--- config.mk ---
export PLATFORM = sky130hd
export DESIGN_NAME = fiag_guard
export DESIGN_NICKNAME = d
export VERILOG_FILES = /design/src/fiag_pkg.sv /design/src/fiag_guard.sv
export VERILOG_INCLUDE_DIRS = /design/src /design/src/src
export SDC_FILE = /design/constraint.sdc
export NUM_CORES = 1
export LEC_CHECK = 0
export BUFFER_PORTS_ARGS = -buffer_cell sky130_fd_sc_hd__buf_2
export CORE_MARGIN = 2
export CORE_UTILIZATION = 46
export DETAILED_ROUTE_END_ITERATION = 6
export HOLD_SLACK_MARGIN = 0.12
export PLACE_DENSITY = 0.86
export SLEW_MARGIN = 20
export SYNTH_ARGS = -nofsm -noshare
export SYNTH_HDL_FRONTEND = slang
export SYNTH_SLANG_ARGS = --single-unit
--- constraint.sdc ---
create_clock -name pclk -period 1.9 [get_ports pclk]
set_input_delay 0.19 -clock pclk [delete_from_list [all_inputs] [get_ports pclk]]
set_output_delay 0.19 -clock pclk [all_outputs]
set_load 0.05 [all_outputs]
--- src/fiag_defs.svh ---
`ifndef FIAG_DEFS_SVH
`define FIAG_DEFS_SVH
// flash map
`define FIAG_FLASH_TOP      14'h3FFF
`define FIAG_FLASH_BASE     14'h0000
`define FIAG_VEC_END        14'h006F
`define FIAG_LOCK_END       14'h01FF
`define FIAG_ALL_END        14'h3EFF
`define FIAG_FREE_BASE      14'h3F00
`define FIAG_FREE_END       14'h3FEF
`define FIAG_CFG_BASE       14'h3FF0
`define FIAG_CFG_OPEN_END   14'h3FF7
`define FIAG_CHK_LO         14'h3FF0
`define FIAG_CHK_HI         14'h3FF1
`define FIAG_BG_ADDR        14'h3FFB
`define FIAG_CFGL_ADDR      14'h3FFD
`define FIAG_CFGH_ADDR      14'h3FFF
`define FIAG_IAP16_LO       14'h3000
`define FIAG_IAP16_HI       14'h3FEF
`define FIAG_IAP8_LO        14'h1000
`define FIAG_IAP8_HI        14'h1FEF
`define FIAG_EMU_LO         14'h2D00
`define FIAG_EMU_HI         14'h2FFF
`define FIAG_LOCK_BIT       1
// command values
`define FIAG_ALL_KEY        8'h65
`define FIAG_WE_KEY         8'h47
// apb byte offsets
`define FIAG_OFS_SOFTWARE_COMMAND_REG      12'h000
`define FIAG_OFS_WREN       12'h004
`define FIAG_OFS_CTRL_LOW   12'h008
`define FIAG_OFS_BANDGAP    12'h00C
`define FIAG_OFS_STATUS     12'h010
`define FIAG_OFS_CHECKSUM   12'h014
`endif

--- src/fiag_pkg.sv ---
package fiag_pkg;
  typedef enum logic [1:0] {
    FIAG_LOAD_LOW  = 2'h0,
    FIAG_LOAD_BG   = 2'h1,
    FIAG_LOAD_HIGH = 2'h3,
    FIAG_RUN       = 2'h2
  } fiag_state_t;
  typedef struct packed {
    logic        valid;
    logic        is_data;
    logic        write;
    logic [13:0] addr;
    logic [7:0]  wdata;
  } fiag_req_t;
  typedef struct packed {
    logic        req;
    logic        write;
    logic [13:0] addr;
    logic [7:0]  wdata;
  } fiag_flash_t;
endpackage : fiag_pkg

--- src/fiag_guard.sv ---
// Our own choices: register access over APB and the address map.
`timescale 1ns/10ps
`default_nettype none
`include "fiag_defs.svh"
// Function
// - decode one 16K byte flash space, 0000h to 3FFFh, into sectors.
// - top 16 bytes are configuration, loaded into controls after reset; only 3FFDh, 3FFBh and 3FFFh are loaded at boot.
// - 0000h to 006Fh hold reset and interrupt vectors.
// - 16K variant uses 3000h to 3FEFh as data programming area.
// - 8K variant uses 1000h to 1FEFh as data programming area.
// - single byte writes need no prior page erase.
// - after reset 248 bytes are writable; controls may widen this.
// - locked sector: lock blocks all; else code reads, moves need flag.
// - 0200h to 3EFFh: code reads always, data moves only with flag.
// - 3F00h to 3FEFh always allow code reads and data moves.
// - config: 3FF0h-3FF7h open, 3FF8h-3FFEh need flag, 3FFFh never.
// - writing 65h to command register sets flag, other values clear.
// - low and bandgap config bytes load into control registers.
// - 3FF0h and 3FF1h hold the code checksum, low then high.
// - flash writes accepted only while write enable flag set by 47h.
// - lock bit is bit 1 of top configuration byte.
// - command register bit 0 reads back the all-area flag.
module fiag_guard #(
  parameter bit IS_16K = 1'b1
) (
  input  wire logic              pclk,
  input  wire logic              presetn,
  input  wire logic              clk_en,
  input  wire logic              psel,
  input  wire logic              penable,
  input  wire logic              pwrite,
  input  wire logic [11:0]       paddr,
  input  wire logic [31:0]       pwdata,
  output logic      [31:0]       prdata,
  output logic                   pready,
  output logic                   pslverr,
  input  wire fiag_pkg::fiag_req_t   cpu_req,
  output logic      [7:0]        cpu_rdata,
  output logic                   cpu_ack,
  output logic                   cpu_denied,
  output fiag_pkg::fiag_flash_t  flash_cmd,
  input  wire logic [7:0]        flash_rdata,
  output logic                   boot_done
);
  import fiag_pkg::*;

  fiag_state_t state;
  logic        all_area_write_flag;
  logic        flash_write_enable_flag;
  logic        code_read_lock_bit;
  logic [7:0]  ctrl_low;
  logic [7:0]  bandgap_ctrl;
  logic [7:0]  chk_lo;
  logic [7:0]  chk_hi;
  logic        chk_phase;
  logic        apb_go;
  logic        mapped;
  logic [31:0] next_rdata;
  logic        allowed;
  logic        grant;
  logic        core_issued;
  logic [2:0]  region;

  function automatic logic access_ok(input logic [13:0] a,
                                     input logic data_mv,
                                     input logic lock,
                                     input logic all_flag);
    logic ok;
    ok = 1'b1;
    if (a <= `FIAG_LOCK_END) begin
      ok = !lock && (!data_mv || all_flag);
    end else if (a <= `FIAG_ALL_END) begin
      ok = !data_mv || all_flag;
    end else if (a <= `FIAG_FREE_END) begin
      ok = 1'b1;
    end else if (a <= `FIAG_CFG_OPEN_END) begin
      ok = 1'b1;
    end else if (a < `FIAG_FLASH_TOP) begin
      ok = !data_mv || all_flag;
    end else begin
      ok = !data_mv;
    end
    return ok;
  endfunction : access_ok

  function automatic logic in_span(input logic [13:0] a,
                                   input logic [13:0] lo,
                                   input logic [13:0] hi);
    return (a >= lo) && (a <= hi);
  endfunction : in_span

  // 8K parts get no address wrap; the decode spans all 14 bits in both variants
  assign allowed = access_ok(cpu_req.addr, cpu_req.is_data,
                             code_read_lock_bit, all_area_write_flag);
  // writes also need the enable flag before they may reach flash
  assign grant = allowed && (!cpu_req.write || flash_write_enable_flag);

  // last core address class, so software can see where a denial landed
  always_ff @(posedge pclk or negedge presetn) begin
    if (!presetn) begin
      region <= 3'h0;
    end else if (clk_en && state == FIAG_RUN && cpu_req.valid) begin
      region[2] <= in_span(cpu_req.addr, `FIAG_FLASH_BASE,
                           `FIAG_VEC_END);
      region[1] <= IS_16K ?
                   in_span(cpu_req.addr, `FIAG_IAP16_LO,
                           `FIAG_IAP16_HI) :
                   in_span(cpu_req.addr, `FIAG_IAP8_LO,
                           `FIAG_IAP8_HI);
      region[0] <= in_span(cpu_req.addr, `FIAG_FREE_BASE,
                           `FIAG_FREE_END);
    end
  end

  // boot loader: read config bytes one per cycle before serving the core
  always_ff @(posedge pclk or negedge presetn) begin
    if (!presetn) begin
      state <= FIAG_LOAD_LOW;
    end else if (clk_en) begin
      unique case (state)
        FIAG_LOAD_LOW:  state <= FIAG_LOAD_BG;
        FIAG_LOAD_BG:   state <= FIAG_LOAD_HIGH;
        FIAG_LOAD_HIGH: state <= FIAG_RUN;
        FIAG_RUN:       state <= FIAG_RUN;
      endcase
    end
  end

  always_ff @(posedge pclk or negedge presetn) begin
    if (!presetn) begin
      boot_done <= 1'b0;
    end else if (clk_en) begin
      // rises with the lock capture; a core access in the first FIAG_RUN cycle still sees the reset lock value
      boot_done <= (state == FIAG_RUN);
    end
  end

  // checksum bytes sampled once the core is idle, so boot stays short
  always_ff @(posedge pclk or negedge presetn) begin
    if (!presetn) begin
      chk_phase <= 1'b0;
      chk_lo    <= 8'h00;
      chk_hi    <= 8'h00;
    end else if (clk_en && state == FIAG_RUN && !cpu_req.valid) begin
      chk_phase <= !chk_phase;
      if (flash_cmd.req && !flash_cmd.write &&
          flash_cmd.addr == `FIAG_CHK_LO) begin
        chk_lo <= flash_rdata;
      end
      if (flash_cmd.req && !flash_cmd.write &&
          flash_cmd.addr == `FIAG_CHK_HI) begin
        chk_hi <= flash_rdata;
      end
    end
  end

  // flash port: boot reads, then core accesses; denied ones never issue
  always_ff @(posedge pclk or negedge presetn) begin
    if (!presetn) begin
      flash_cmd <= '0;
    end else if (clk_en) begin
      flash_cmd <= '0;
      unique case (state)
        FIAG_LOAD_LOW: begin
          flash_cmd.req  <= 1'b1;
          flash_cmd.addr <= `FIAG_CFGL_ADDR;
        end
        FIAG_LOAD_BG: begin
          flash_cmd.req  <= 1'b1;
          flash_cmd.addr <= `FIAG_BG_ADDR;
        end
        FIAG_LOAD_HIGH: begin
          flash_cmd.req  <= 1'b1;
          flash_cmd.addr <= `FIAG_CFGH_ADDR;
        end
        FIAG_RUN: begin
          if (cpu_req.valid && grant) begin
            flash_cmd.req   <= 1'b1;
            flash_cmd.write <= cpu_req.is_data && cpu_req.write;
            flash_cmd.addr  <= cpu_req.addr;
            flash_cmd.wdata <= cpu_req.wdata;
          end else if (!cpu_req.valid) begin
            flash_cmd.req  <= 1'b1;
            flash_cmd.addr <= chk_phase ? `FIAG_CHK_HI : `FIAG_CHK_LO;
          end
        end
      endcase
    end
  end

  // config captured one cycle after its read, the flash command is registered
  always_ff @(posedge pclk or negedge presetn) begin
    if (!presetn) begin
      ctrl_low           <= 8'h00;
      bandgap_ctrl       <= 8'h00;
      code_read_lock_bit <= 1'b0;
    end else if (clk_en) begin
      if (state == FIAG_LOAD_BG) begin
        ctrl_low <= flash_rdata;
      end else if (apb_go && pwrite && paddr == `FIAG_OFS_CTRL_LOW) begin
        ctrl_low <= pwdata[7:0];
      end
      if (state == FIAG_LOAD_HIGH) begin
        bandgap_ctrl <= flash_rdata;
      end else if (apb_go && pwrite && paddr == `FIAG_OFS_BANDGAP) begin
        bandgap_ctrl <= pwdata[7:0];
      end
      // no software path: the lock comes from flash only
      if (state == FIAG_RUN && !boot_done) begin
        code_read_lock_bit <= flash_rdata[`FIAG_LOCK_BIT];
      end
    end
  end

  assign apb_go = psel && penable && pready;

  always_ff @(posedge pclk or negedge presetn) begin
    if (!presetn) begin
      all_area_write_flag     <= 1'b0;
      flash_write_enable_flag <= 1'b0;
    end else if (clk_en && apb_go && pwrite) begin
      if (paddr == `FIAG_OFS_SOFTWARE_COMMAND_REG) begin
        all_area_write_flag <= (pwdata[7:0] == `FIAG_ALL_KEY);
      end
      if (paddr == `FIAG_OFS_WREN) begin
        flash_write_enable_flag <= (pwdata[7:0] == `FIAG_WE_KEY);
      end
    end
  end

  // idle scrub reads also raise req; only core slots may be acknowledged
  always_ff @(posedge pclk or negedge presetn) begin
    if (!presetn) begin
      core_issued <= 1'b0;
    end else if (clk_en) begin
      core_issued <= state == FIAG_RUN && cpu_req.valid && grant;
    end
  end

  // core ack two cycles after the request, denial after one; denied reads give zero
  always_ff @(posedge pclk or negedge presetn) begin
    if (!presetn) begin
      cpu_ack    <= 1'b0;
      cpu_denied <= 1'b0;
      cpu_rdata  <= 8'h00;
    end else if (clk_en) begin
      cpu_ack    <= core_issued && cpu_req.valid;
      cpu_denied <= state == FIAG_RUN && cpu_req.valid && !grant;
      cpu_rdata  <= 8'h00;
      if (core_issued && !flash_cmd.write && cpu_req.valid) begin
        cpu_rdata <= flash_rdata;
      end
    end
  end

  always_comb begin
    next_rdata = 32'h0000_0000;
    mapped     = 1'b1;
    case (paddr)
      `FIAG_OFS_SOFTWARE_COMMAND_REG:    next_rdata[0] = all_area_write_flag;
      `FIAG_OFS_WREN:     next_rdata[7] = flash_write_enable_flag;
      `FIAG_OFS_CTRL_LOW: next_rdata[7:0] = ctrl_low;
      `FIAG_OFS_BANDGAP:  next_rdata[7:0] = bandgap_ctrl;
      `FIAG_OFS_STATUS:   next_rdata[5:0] = {region, IS_16K, boot_done,
                                             code_read_lock_bit};
      `FIAG_OFS_CHECKSUM: next_rdata[15:0] = {chk_hi, chk_lo};
      default:            mapped = 1'b0;
    endcase
  end

  // one wait state: pready rises in the second access cycle
  always_ff @(posedge pclk or negedge presetn) begin
    if (!presetn) begin
      pready  <= 1'b0;
      prdata  <= 32'h0000_0000;
      pslverr <= 1'b0;
    end else if (clk_en) begin
      pready  <= psel && penable && !pready;
      pslverr <= psel && penable && !pready && !mapped;
      prdata  <= (psel && !pwrite && !pready) ? next_rdata : 32'h0000_0000;
    end
  end

  lock_blocks_a: assert property (
    @(posedge pclk) disable iff (!presetn)
    clk_en && state == FIAG_RUN && cpu_req.valid && code_read_lock_bit &&
    cpu_req.addr <= `FIAG_LOCK_END |=> cpu_denied)
    else $error("locked sector access not denied");
  all_area_a: assert property (
    @(posedge pclk) disable iff (!presetn)
    clk_en && state == FIAG_RUN && cpu_req.valid && cpu_req.is_data &&
    !all_area_write_flag && cpu_req.addr > `FIAG_LOCK_END &&
    cpu_req.addr <= `FIAG_ALL_END |=> cpu_denied)
    else $error("all-area move allowed without flag");
  free_open_a: assert property (
    @(posedge pclk) disable iff (!presetn)
    clk_en && state == FIAG_RUN && cpu_req.valid && !cpu_req.write &&
    cpu_req.addr > `FIAG_ALL_END && cpu_req.addr <= `FIAG_FREE_END
    |=> !cpu_denied)
    else $error("free sector read denied");
  cfg_top_a: assert property (
    @(posedge pclk) disable iff (!presetn)
    clk_en && state == FIAG_RUN && cpu_req.valid && cpu_req.is_data &&
    cpu_req.addr == `FIAG_FLASH_TOP |=> cpu_denied)
    else $error("top config byte moved");
  cfg_open_a: assert property (
    @(posedge pclk) disable iff (!presetn)
    clk_en && state == FIAG_RUN && cpu_req.valid && !cpu_req.write &&
    cpu_req.addr >= `FIAG_CFG_BASE && cpu_req.addr <= `FIAG_CFG_OPEN_END
    |=> !cpu_denied)
    else $error("open config byte denied");
  flag_set_a: assert property (
    @(posedge pclk) disable iff (!presetn)
    clk_en && apb_go && pwrite && paddr == `FIAG_OFS_SOFTWARE_COMMAND_REG
    |=> all_area_write_flag == ($past(pwdata[7:0]) == `FIAG_ALL_KEY))
    else $error("all-area flag wrong after command");
  denied_write_a: assert property (
    @(posedge pclk) disable iff (!presetn)
    clk_en && cpu_req.valid && cpu_req.write && !flash_write_enable_flag
    |=> !flash_cmd.write)
    else $error("write issued without enable");
  boot_load_a: assert property (
    @(posedge pclk) disable iff (!presetn)
    clk_en && state == FIAG_LOAD_BG |=> ctrl_low == $past(flash_rdata))
    else $error("low config not loaded");
  lock_load_a: assert property (
    @(posedge pclk) disable iff (!presetn)
    clk_en && state == FIAG_RUN && !boot_done
    |=> code_read_lock_bit == $past(flash_rdata[`FIAG_LOCK_BIT]))
    else $error("lock bit not taken from top byte");
  boot_hold_a: assert property (
    @(posedge pclk) disable iff (!presetn)
    boot_done |=> boot_done)
    else $error("boot done dropped");
  vec_region_a: assert property (
    @(posedge pclk) disable iff (!presetn)
    clk_en && state == FIAG_RUN && cpu_req.valid &&
    cpu_req.addr <= `FIAG_VEC_END |=> region[2])
    else $error("vector access not classed");
  ack_deny_a: assert property (
    @(posedge pclk) disable iff (!presetn)
    !(cpu_ack && cpu_denied))
    else $error("grant and denial together");
  denied_read_a: assert property (
    @(posedge pclk) disable iff (!presetn)
    cpu_denied |-> cpu_rdata == 8'h00)
    else $error("denied read leaked data");
endmodule : fiag_guard
`default_nettype wire

==> results of run 1 <==
[layer usage]
metal | vias to the layer above | track usage (%)
li1 | 1771 | -
met1 | 1991 | 30.4
met2 | 289 | 40.5
met3 | 79 | 4.64
met4 | 0 | 10.2
met5 | - | 0
[what timing repair did]
action / CTS / global route
endpoints found under the setup margin: 0 / 37
resized for setup: 0 / 17
hold endpoints to repair: 141 / 0
hold buffers: 37 / 0
[state kept, by name (all words and copies together) (netlist names), 2 cells and up]
name and cells:
chk_lo 8, flash_cmd 24, chk_hi 8, bandgap_ctrl 8, state 2, prdata 16
cpu_rdata 8, region 3, ctrl_low 8
[through the flow]
step                      setup TNS [ps]  std cells  power [mW]
after detailed placement               0        639        3.88
after global placement                 0        639        3.80
after floorplan                    -65.3        404        3.48
after CTS                              0        692        5.27
after global routing                -206        692        5.57
final                              -83.9        692        5.37
[area by class of cell]
class                   count  area [µm²]  area share (%)
well taps                 133         166            2.74
multi-input cells         265        2130            35.2
clock buffers              10         138            2.27
clock inverters             6        60.1           0.990
inverters                   7        26.3           0.433
flip-flops and latches     95        2380            39.3
repair buffers            176        1160            19.1
[kinds of logic (layout without fill, tap and decap cells)]
kind of cell	after synthesis	after routing	share of synthesized area (%)
AOI/OAI and AO/OA	96	96	15.4
DFF	95	95	51.6
and+or+nand+nor	88	88	11.7
muxes	63	63	15.8
buffers and inverters	44	199	5.07
xor gates and xnor gates	2	2	0.380
other	1	16	0.0813
[worst paths after layout]
check / from / to / slack (ps) / cells past startpoint
max in group asynchronous: presetn / ctrl_low[2]$_DFFE_PN0P_ / 1010 / 3
worst max-delay path: cpu_req[20] / flash_cmd[11]$_DFFE_PN0P_ / -40 / 7
min in group asynchronous: presetn / flash_cmd[1]$_DFFE_PN0P_ / 230 / 2
worst max register to register: state[0]$_DFFE_PN0P_ / ctrl_low[3]$_DFFE_PN0P_ / 70 / 5
worst min-delay path: psel / pready$_DFFE_PN0P_ / 140 / 3
worst min register to register: chk_phase$_DFFE_PN0P_ / chk_phase$_DFFE_PN0P_ / 480 / 1
[worst max-delay path: cells and delay by family]
family | cells | cell delay (ps)
and+or+nand+nor | 2 | 540
AOI/OAI and AO/OA | 2 | 590
buffers and inverters | 3 | 880
[cells in the final DEF, fill, tap and decap left out, drive strengths merged, types with 8 or more instances in the layout]
cell	n
buf	139
dfrtp	95
mux2	56
dlygate4sd3	37
o21ai	28
nand2	17
a22o	16
conb	16
o31ai	13
nor2	11
nand4	11
clkbuf	10
inv	10
o2bb2ai	9
nor3	8
nand3	8
[power by group through the flow]
stage                     Combinational (mW)  Sequential [mW]  Clock (mW)
after floorplan                        0.741             2.74           0
after global placement                  1.31             2.50           0
after detailed placement                1.36             2.52           0
after CTS                               1.43             2.49        1.36
after global routing                    1.58             2.53        1.46
final                                   1.50             2.51        1.36
==> impl_metrics.tcl, run 1 <==
set metrics [dict create \
    port_buffers 111 \
    worstPathRequired_ps 2160 \
    violations "setup timing" \
    start_kind "input port" \
    synth-warning-count 0 \
    area_growth_pct 31.6 \
    period_share_pct 102 \
    clk-insertion-delay-late_ps 370 \
    maxCapViolCount 0 \
    tightestPinTransition_ps 541 \
    cts_buffer_depth 2 \
    yosysSeqAreaShare_pct 51.6 \
    ys_top_cells_by_count "dfrtp_1 (95), mux2_2 (48), o21ai_0 (28)" \
    cts_root_buffer "clkbuf_8" \
    first_pass_iters 6 \
    fill_cells 755 \
    synth.most_common_cell "dfrtp_1" \
    syn_inst 389 \
    final_nets 637 \
    pre_cts_slack_ps 29.8 \
    p_per_area_nw_per_um2 886 \
    die_x_um 104 \
    synth_edf_count 0 \
    final_core_util_pct 62.3 \
    synthArstFlopShare_pct 100 \
    grt_usage_pct 24.1 \
    maxSlewViolCount 0 \
    grt_max_degree 37 \
    hp-class "input port to flop" \
    p_clk_share_pct 25.3 \
    start_util_pct 47.4 \
    routed.top_layer "met4" \
    min_period_ps 1940 \
    gp_congestion 0.900 \
    cp-end-kind "flop" \
    wl_met1_um 5340 \
    ys.flop_type "dfrtp_1" \
    setup.worst_path.class "input port to flop" \
    grt_pass1_wl_um 21000 \
    dpl.hpwl_um 8870 \
    ir_drop_uv 464 \
    yosysTopAreaCellShare_pct 51.6 \
    route.met2.wl_um 6690 \
    netSwitchingFraction_pct 34.9 \
    grt_setup_unrepaired "yes" \
    antenna_found_initial 0 \
    final_area_um2 6070 \
    path_clk_slew_ps 100 \
    post-cts-setup-buffers 0 \
    syn_area_per_cell_um2 11.9 \
    synth_top_cell_by_area "dfrtp_1" \
    placed_area_um2 5410 \
    grt_pass1_vias 4123 \
    wl_per_cell_um 20.0 \
    setup_viol 3 \
    worst_ep_arrival_time_ps 2210 \
    p_sw_mw 1.88 \
    routed_via_density 5.97 \
    postRouteAntennaNets 0 \
    comb_power_share_pct 27.9 \
    p_int_mw 3.49 \
    drt_iter0_markers 478 \
    hold_violations 0 \
    core_um2 9730 \
    cp_slowest_cell "dlygate4sd3_1" \
    fp.dieH_um 104 \
    cp_max_fo 10 \
    layout_setup_ws_ps -43.9 \
    wl_met3_um 1110 \
    cpPeakStageDelay_ps 560 \
    status "complete, but fails checks" \
    syn_area_um2 4610 \
    finClkSkew_ps 11.4 \
    rows 36 \
    timing.slew.headroom_pct 63.9 \
    max_freq_mhz 514 \
    drt-total-wl_um 13800 \
    cts_tree "yes" \
    dieArea_um2 10800 \
    antennaDiodeCount 0 \
    p_leak_nw 2.88 \
    drive_gt1_share_pct 41.7 \
    worstPathCellList "dlygate4sd3_1, buf_2, nand2_1, or3_4, o2111a_1, buf_6, o31ai_2" \
    remaining_drc_errors 0 \
    vias 4130 \
    yosysUniqueCellTypes 50 \
    htreeDepth 3 \
    p_seq_share_pct 46.8 \
    cts-buffers-inserted 9 \
    synthTopCellsByArea "dfrtp_1 (52%), mux2_2 (12%), a22o_1 (3.0%), o21ai_0 (3.0%), buf_4 (2.9%)" \
    hold_slack_ps 142 \
    grt_overflow_total 0 \
    clock_sinks 95 \
    synth-seq-cells 95 \
    ioPinCount 152 \
]
Note: power is estimated with default switching activity, not from simulation.
==> inputs of run 2 (changes only) <==
--- a/config.mk
+++ b/config.mk
@@ -7,11 +7,13 @@
 export NUM_CORES = 1
 export LEC_CHECK = 0
 export BUFFER_PORTS_ARGS = -buffer_cell sky130_fd_sc_hd__buf_2
+export CAP_MARGIN = 20
 export CORE_MARGIN = 2
-export CORE_UTILIZATION = 46
+export CORE_UTILIZATION = 40
+export CTS_BUF_LIST = sky130_fd_sc_hd__clkbuf_16
 export DETAILED_ROUTE_END_ITERATION = 6
 export HOLD_SLACK_MARGIN = 0.12
-export PLACE_DENSITY = 0.86
+export PLACE_DENSITY = 0.77
 export SLEW_MARGIN = 20
 export SYNTH_ARGS = -nofsm -noshare
 export SYNTH_HDL_FRONTEND = slang
==> run 2 against run 1 <==
Effect of this change: the flow now finishes without violations; combinational power is 6% lower; count of clock-buffer cells in the layout decreased by 1; register-to-register slack hardly changed; sequential power barely moved; critical endpoint is now chk_lo[6]$_DFFE_PN0P_; largest cell class unchanged.
==> impl_metrics.tcl, run 2 (same netlist as run 1, synthesis figures left out) <==
set metrics [dict create \
    status "complete, no violations" \
    rr_endpoint "chk_lo[6]$_DFFE_PN0P_" \
    max_freq_mhz 547 \
    ioPinCount 152 \
    cpPeakStageDelay_ps 420 \
    grt_pass1_wl_um 19900 \
    grt_setup_unrepaired "no" \
    final_nets 623 \
    final_common_cell "buf_2" \
    grt_usage_pct 20.0 \
    rr_worst_depth 5 \
    cp_slowest_cell "dfrtp_2" \
    hold_path_depth 2 \
    path_clk_slew_ps 70 \
    min_period_ps 1830 \
    cp-end-kind "flop" \
    largest-register "flash_cmd" \
    maxCapViolCount 0 \
    timing.slew.headroom_pct 64.3 \
    area_growth_pct 28.8 \
    grt_overflow_total 0 \
    core_um2 11300 \
    post-cts-setup-buffers 0 \
    final_cell_mix "buf_2 (110), dfrtp_1 (91), mux2_2 (48), buf_4 (32), o21ai_0 (28)" \
    remaining_drc_errors 0 \
    hold_violations 0 \
    hold_end "ctrl_low[1]$_DFFE_PN0P_" \
    clk-insertion-delay-late_ps 350 \
    gp_congestion 0.911 \
    maxSlewViolCount 0 \
    dieArea_um2 12400 \
    r2r-start "flash_cmd[9]$_DFFE_PN0P_" \
    cts-buffers-inserted 9 \
    min-delay-start "pwdata[1]" \
    netSwitchingFraction_pct 31.8 \
    port_buffers 111 \
    place_inst 653 \
    worstPathRequired_ps 2130 \
    p_int_mw 3.81 \
    pre_cts_slack_ps 0.969 \
    fill_cells 974 \
    setup.worst_path.class "flop to flop" \
    worst_ep_arrival_time_ps 2060 \
    p_sw_mw 1.78 \
    htreeDepth 3 \
    drt-total-wl_um 12300 \
    power_mw 5.59 \
    p_leak_nw 2.84 \
    drt_iter0_markers 365 \
    postRouteAntennaNets 0 \
    cts_buffer_depth 2 \
    ff2ff_setup_slack_ps 70 \
    p_per_area_nw_per_um2 941 \
    layout_setup_ws_ps 72.8 \
    p_seq_share_pct 44.8 \
    cp_max_fo 8 \
    routed_via_density 5.56 \
    final_cells 690 \
    dpl.hpwl_um 9120 \
    grt_pass1_vias 3912 \
    p_clk_share_pct 30.0 \
    setup_viol 0 \
    rows 39 \
    final_core_util_pct 52.4 \
    ir_drop_uv 374 \
    largestRegisters "flash_cmd x24, prdata x16" \
    start_kind "flop" \
    clock_sinks 95 \
    hold_slack_ps 133 \
    largest_reg_flops 24 \
    fp.dieH_um 111 \
    period_share_pct 96.2 \
    comb_power_share_pct 25.2 \
    drive_gt1_share_pct 41.5 \
    cts_tree "yes" \
    first_pass_iters 5 \
    cts_root_buffer "clkbuf_16" \
    start_util_pct 40.7 \
    antenna_found_initial 3 \
    worstPathCellList "nand4bb_1, nor4_2, and4b_1, buf_4, mux2_2" \
    die_x_um 111 \
    wl_per_cell_um 17.8 \
    finClkSkew_ps 9.62 \
    grt_max_degree 41 \
    tightestPinTransition_ps 535 \
    vias 3835 \
    hp-class "input port to flop" \
]
-- run 2: cell types whose count changed in the layout (fill, tap and decap cells not counted), moves of 2 or more --
cell	delta
buf_4	+6
buf_6	-2
clkbuf_16	+9
clkbuf_8	-10
clkinv_2	+2
diode_2	+3
dlygate4sd3_1	-18
inv_8	-2
o31ai_1	+5
o31ai_2	-4
-- run 2: through the flow --
| stage | area (µm²) | setup TNS, ps |
|---|---|---|
| floorplan | 4680 | -65.3 |
| global placement | 5460 | 0 |
| detailed placement | 5460 | 0 |
| CTS | 5920 | 0 |
| global route | 5940 | 0 |
| finish | 5940 | 0 |
-- run 2: cell type report --
| class | count | area [µm²] | area share [%] |
|---|---|---|---|
| flip-flops and latches | 95 | 2380 | 40.1 |
| multi-input cells | 265 | 2070 | 34.9 |
| repair buffers | 162 | 1000 | 16.9 |
| clock buffers | 9 | 225 | 3.79 |
| well taps | 143 | 179 | 3.01 |
| clock inverters | 6 | 46.3 | 0.780 |
| inverters | 7 | 26.3 | 0.443 |
| diodes | 3 | 7.51 | 0.126 |
-- run 2: critical path: cells and delay by family (launching register included) --
family        cells  cell delay [ps]
flops             1              420
mux               1              350
buf+inv           1              180
simple gates      3              770
-- run 2: power by group through the flow --
stage / Combinational, mW / Clock [mW] / Sequential, mW
after detailed placement: 1.36 / 0 / 2.53
final: 1.41 / 1.68 / 2.50
after global placement: 1.33 / 0 / 2.51
after global routing: 1.52 / 1.82 / 2.53
after floorplan: 0.741 / 0 / 2.74
after CTS: 1.40 / 1.72 / 2.49
-- run 2: repair_timing --
| action | in CTS | in global routing |
|---|---|---|
| resized for setup | 0 | 3 |
| endpoints found under the hold margin | 61 | 0 |
| setup endpoints to repair | 0 | 16 |
| hold buffers | 19 | 0 |
-- run 2: routing by layer --
| metal | vias to the layer above | global-route usage, % | share of wire [%] |
|---|---|---|---|
| met1 | 1878 | 26.2 | 43 |
| li1 | 1757 | - | - |
| met3 | 35 | 5.23 | 6.1 |
| met4 | 0 | 9.79 | 3.5 |
| met2 | 165 | 31.1 | 48 |
| met5 | - | 0 | 0 |
-- run 2: worst max path at each step --
stage	slack, ps	cells past startpoint	to	start
after global placement	20	6	ctrl_low[1]$_DFFE_PN0P_	paddr[9]
after global routing	0.04	5	chk_lo[4]$_DFFE_PN0P_	flash_cmd[9]$_DFFE_PN0P_
after floorplan	-8	5	ctrl_low[0]$_DFFE_PN0P_	pready$_DFFE_PN0P_
final	70	5	chk_lo[6]$_DFFE_PN0P_	flash_cmd[9]$_DFFE_PN0P_
after detailed placement	1	6	ctrl_low[3]$_DFFE_PN0P_	paddr[9]
after CTS	20	5	chk_lo[0]$_DFFE_PN0P_	flash_cmd[9]$_DFFE_PN0P_
==> inputs of run 3 (changes only) <==
--- a/config.mk
+++ b/config.mk
@@ -6,6 +6,7 @@
 export SDC_FILE = /design/constraint.sdc
 export NUM_CORES = 1
 export LEC_CHECK = 0
+export ABC_AREA = 1
 export BUFFER_PORTS_ARGS = -buffer_cell sky130_fd_sc_hd__buf_2
 export CAP_MARGIN = 20
 export CORE_MARGIN = 2
@@ -13,7 +14,7 @@
 export CTS_BUF_LIST = sky130_fd_sc_hd__clkbuf_16
 export DETAILED_ROUTE_END_ITERATION = 6
 export HOLD_SLACK_MARGIN = 0.12
-export PLACE_DENSITY = 0.77
+export PLACE_DENSITY = 0.68
 export SLEW_MARGIN = 20
 export SYNTH_ARGS = -nofsm -noshare
 export SYNTH_HDL_FRONTEND = slang
==> run 3 against run 2 <==
Effect of this change: fmax is 7.6% higher; critical path depth rose by 3; die area shrank 0.60%; highest routed layer unchanged; setup slack better by 130 ps; register-to-register slack improved by 130 ps.
==> impl_metrics.tcl, run 3 <==
set metrics [dict create \
    synth-warning-count 0 \
    worst_ep_arrival_time_ps 1970 \
    status "complete, no violations" \
    maxCapViolCount 0 \
    vias 4177 \
    setup-tns-final_ps 0 \
    dieArea_um2 12300 \
    cts_tree "yes" \
    area_growth_pct 24.7 \
    tightestPinTransition_ps 596 \
    routed_via_density 5.13 \
    post-cts-setup-buffers 0 \
    hold_slack_ps 129 \
    grt_overflow_total 0 \
    start_kind "flop" \
    ys.flop_type "dfrtp_1" \
    worstPathRequired_ps 2170 \
    grt_pass1_wl_um 20200 \
    largest-register "flash_cmd" \
    largest_reg_flops 24 \
    syn_area_um2 4580 \
    clock_sinks 95 \
    cp_slowest_cell "dfrtp_1" \
    final_nets 750 \
    hp-class "input port to flop" \
    gp_congestion 0.955 \
    hold_violations 0 \
    cts-buffers-inserted 9 \
    ys_top_cells_by_count "nand2_1 (147), dfrtp_1 (95), nor2_1 (54)" \
    synth-seq-cells 95 \
    postRouteAntennaNets 0 \
    synthMuxAreaShare_pct 0 \
    finClkSkew_ps 10.5 \
    remaining_drc_errors 0 \
    worstPathCellList "nand2_2, nor2_4, inv_2, nor2_1, inv_2, nor2_4, nand2_1, o21ai_1" \
    rows 39 \
    ioPinCount 152 \
    cpPeakStageDelay_ps 440 \
    setup.worst_path.class "flop to flop" \
    synth_top_family_by_area "simple AND/OR/NAND/NOR gates" \
    antennaDiodeCount 0 \
    synth.most_common_cell "nand2_1" \
    synth_simple_gate_area_share_pct 27.4 \
    start_util_pct 40.5 \
    synth-compound-area-share_pct 12.5 \
    clk-insertion-delay-late_ps 340 \
    synthTopCellsByArea "dfrtp_1 (52%), nand2_1 (12%), nor2_1 (4.4%), nand4_1 (4.2%), buf_4 (3.1%)" \
    synth_top_cell_by_area "dfrtp_1" \
    final_common_cell "nand2_1" \
    syn_area_per_cell_um2 8.55 \
    cp_max_fo 10 \
    path_clk_slew_ps 80 \
    die_x_um 111 \
    min_period_ps 1700 \
    drive_gt1_share_pct 26.0 \
    largestRegisters "flash_cmd x24, prdata x16" \
    ir_drop_uv 453 \
    antenna_found_initial 0 \
    final_cell_mix "nand2_1 (147), buf_2 (110), dfrtp_1 (95), nor2_1 (54), nand4_1 (31)" \
    yosysUniqueCellTypes 36 \
    cts_root_buffer "clkbuf_16" \
    timing.slew.headroom_pct 60.3 \
    syn_inst 536 \
    max_freq_mhz 589 \
    fp.dieH_um 111 \
    synth_adder_area_share_pct 0 \
    grt_usage_pct 20.4 \
    first_pass_iters 5 \
    maxSlewViolCount 0 \
    synth_edf_count 0 \
    dpl.hpwl_um 9380 \
    grt_pass1_vias 4091 \
    wl_per_cell_um 15.2 \
    drt-total-wl_um 12400 \
    synthXorXnorAreaFrac_pct 0.191 \
    cp-end-kind "flop" \
    yosysSeqAreaShare_pct 51.9 \
    period_share_pct 89.3 \
    grt_max_degree 49 \
    setup_viol 0 \
    p_per_area_nw_per_um2 853 \
    htreeDepth 3 \
    p_leak_nw 2.93 \
    port_buffers 111 \
    synthArstFlopShare_pct 100 \
    yosysTopAreaCellShare_pct 51.9 \
    grt_setup_unrepaired "no" \
    cts_buffer_depth 2 \
    core_um2 11300 \
    drt_iter0_markers 182 \
]
-- run 3: path summary, 6_finish.rpt --
path | cells after the start | slack [ps] | endpoint | startpoint
worst min-delay path | 3 | 130 | ctrl_low[2]$_DFFE_PN0P_ | pwdata[2]
worst min register to register | 2 | 480 | prdata[1]$_DFFE_PN0P_ | prdata[1]$_DFFE_PN0P_
max in group asynchronous | 3 | 950 | bandgap_ctrl[1]$_DFFE_PN0P_ | presetn
min in group asynchronous | 2 | 320 | bandgap_ctrl[6]$_DFFE_PN0P_ | presetn
worst max-delay path | 8 | 200 | flash_cmd[22]$_DFFE_PN0P_ | state[1]$_DFFE_PN0P_
worst max register to register | 8 | 200 | flash_cmd[22]$_DFFE_PN0P_ | state[1]$_DFFE_PN0P_
-- run 3: layout make-up --
cell class | instances | area (µm²)
repair buffers | 139 | 808
flip-flops and latches | 95 | 2380
inverters | 40 | 150
clock buffers | 9 | 225
fillers | 1107 | 5610
clock inverters | 7 | 76.3
multi-input cells | 382 | 1900
well taps | 143 | 179
-- run 3: critical path: cells and delay by family (launching register included) --
kind	cells	cell delay, ps
AND/OR/NAND/NOR	5	900
flip-flops	1	440
buffers and inverters	2	210
AO/OA/AOI/OAI	1	80
-- run 3: report_power, final --
part | switching, mW | internal (mW) | leakage [nW]
Clock | 0.869 | 0.935 | 0.147
Sequential | 0.0968 | 2.15 | 1.22
Combinational | 0.600 | 0.223 | 1.56
Total | 1.57 | 3.31 | 2.93
-- run 3: per-layer routing --
metal  global-route usage [%]  share of wire [%]  vias to the layer above
met5                        0                  0                        -
met4                     5.19                1.2                        0
met3                     4.48                6.5                       15
met2                     33.2                 47                      148
met1                     27.9                 45                     1966
li1                         -                  -                     2048
-- run 3: stage by stage --
stage	setup slack (ps)	area [µm²]	util [%]	std cells	total power, mW
after floorplan	45.7	4640	-	551	2.83
after global placement	218	5300	46.9	788	3.08
final	203	5720	50.5	815	4.88
after CTS	178	5720	50.5	815	4.92
after global routing	23.1	5720	50.5	815	5.09
after detailed placement	165	5300	46.9	788	3.10
-- run 3: repair_timing --
item	CTS	global route
resized for setup	0	0
hold buffers	11	0
hold endpoints to repair	37	0
-- run 3: cell families after synthesis --
| logic type | Yosys count |
|---|---|
| other | 1 |
| flip-flops | 95 |
| AND/OR/NAND/NOR | 279 |
| AO/OA/AOI/OAI | 86 |
| XOR/XNOR | 1 |
| buffers and inverters | 74 |
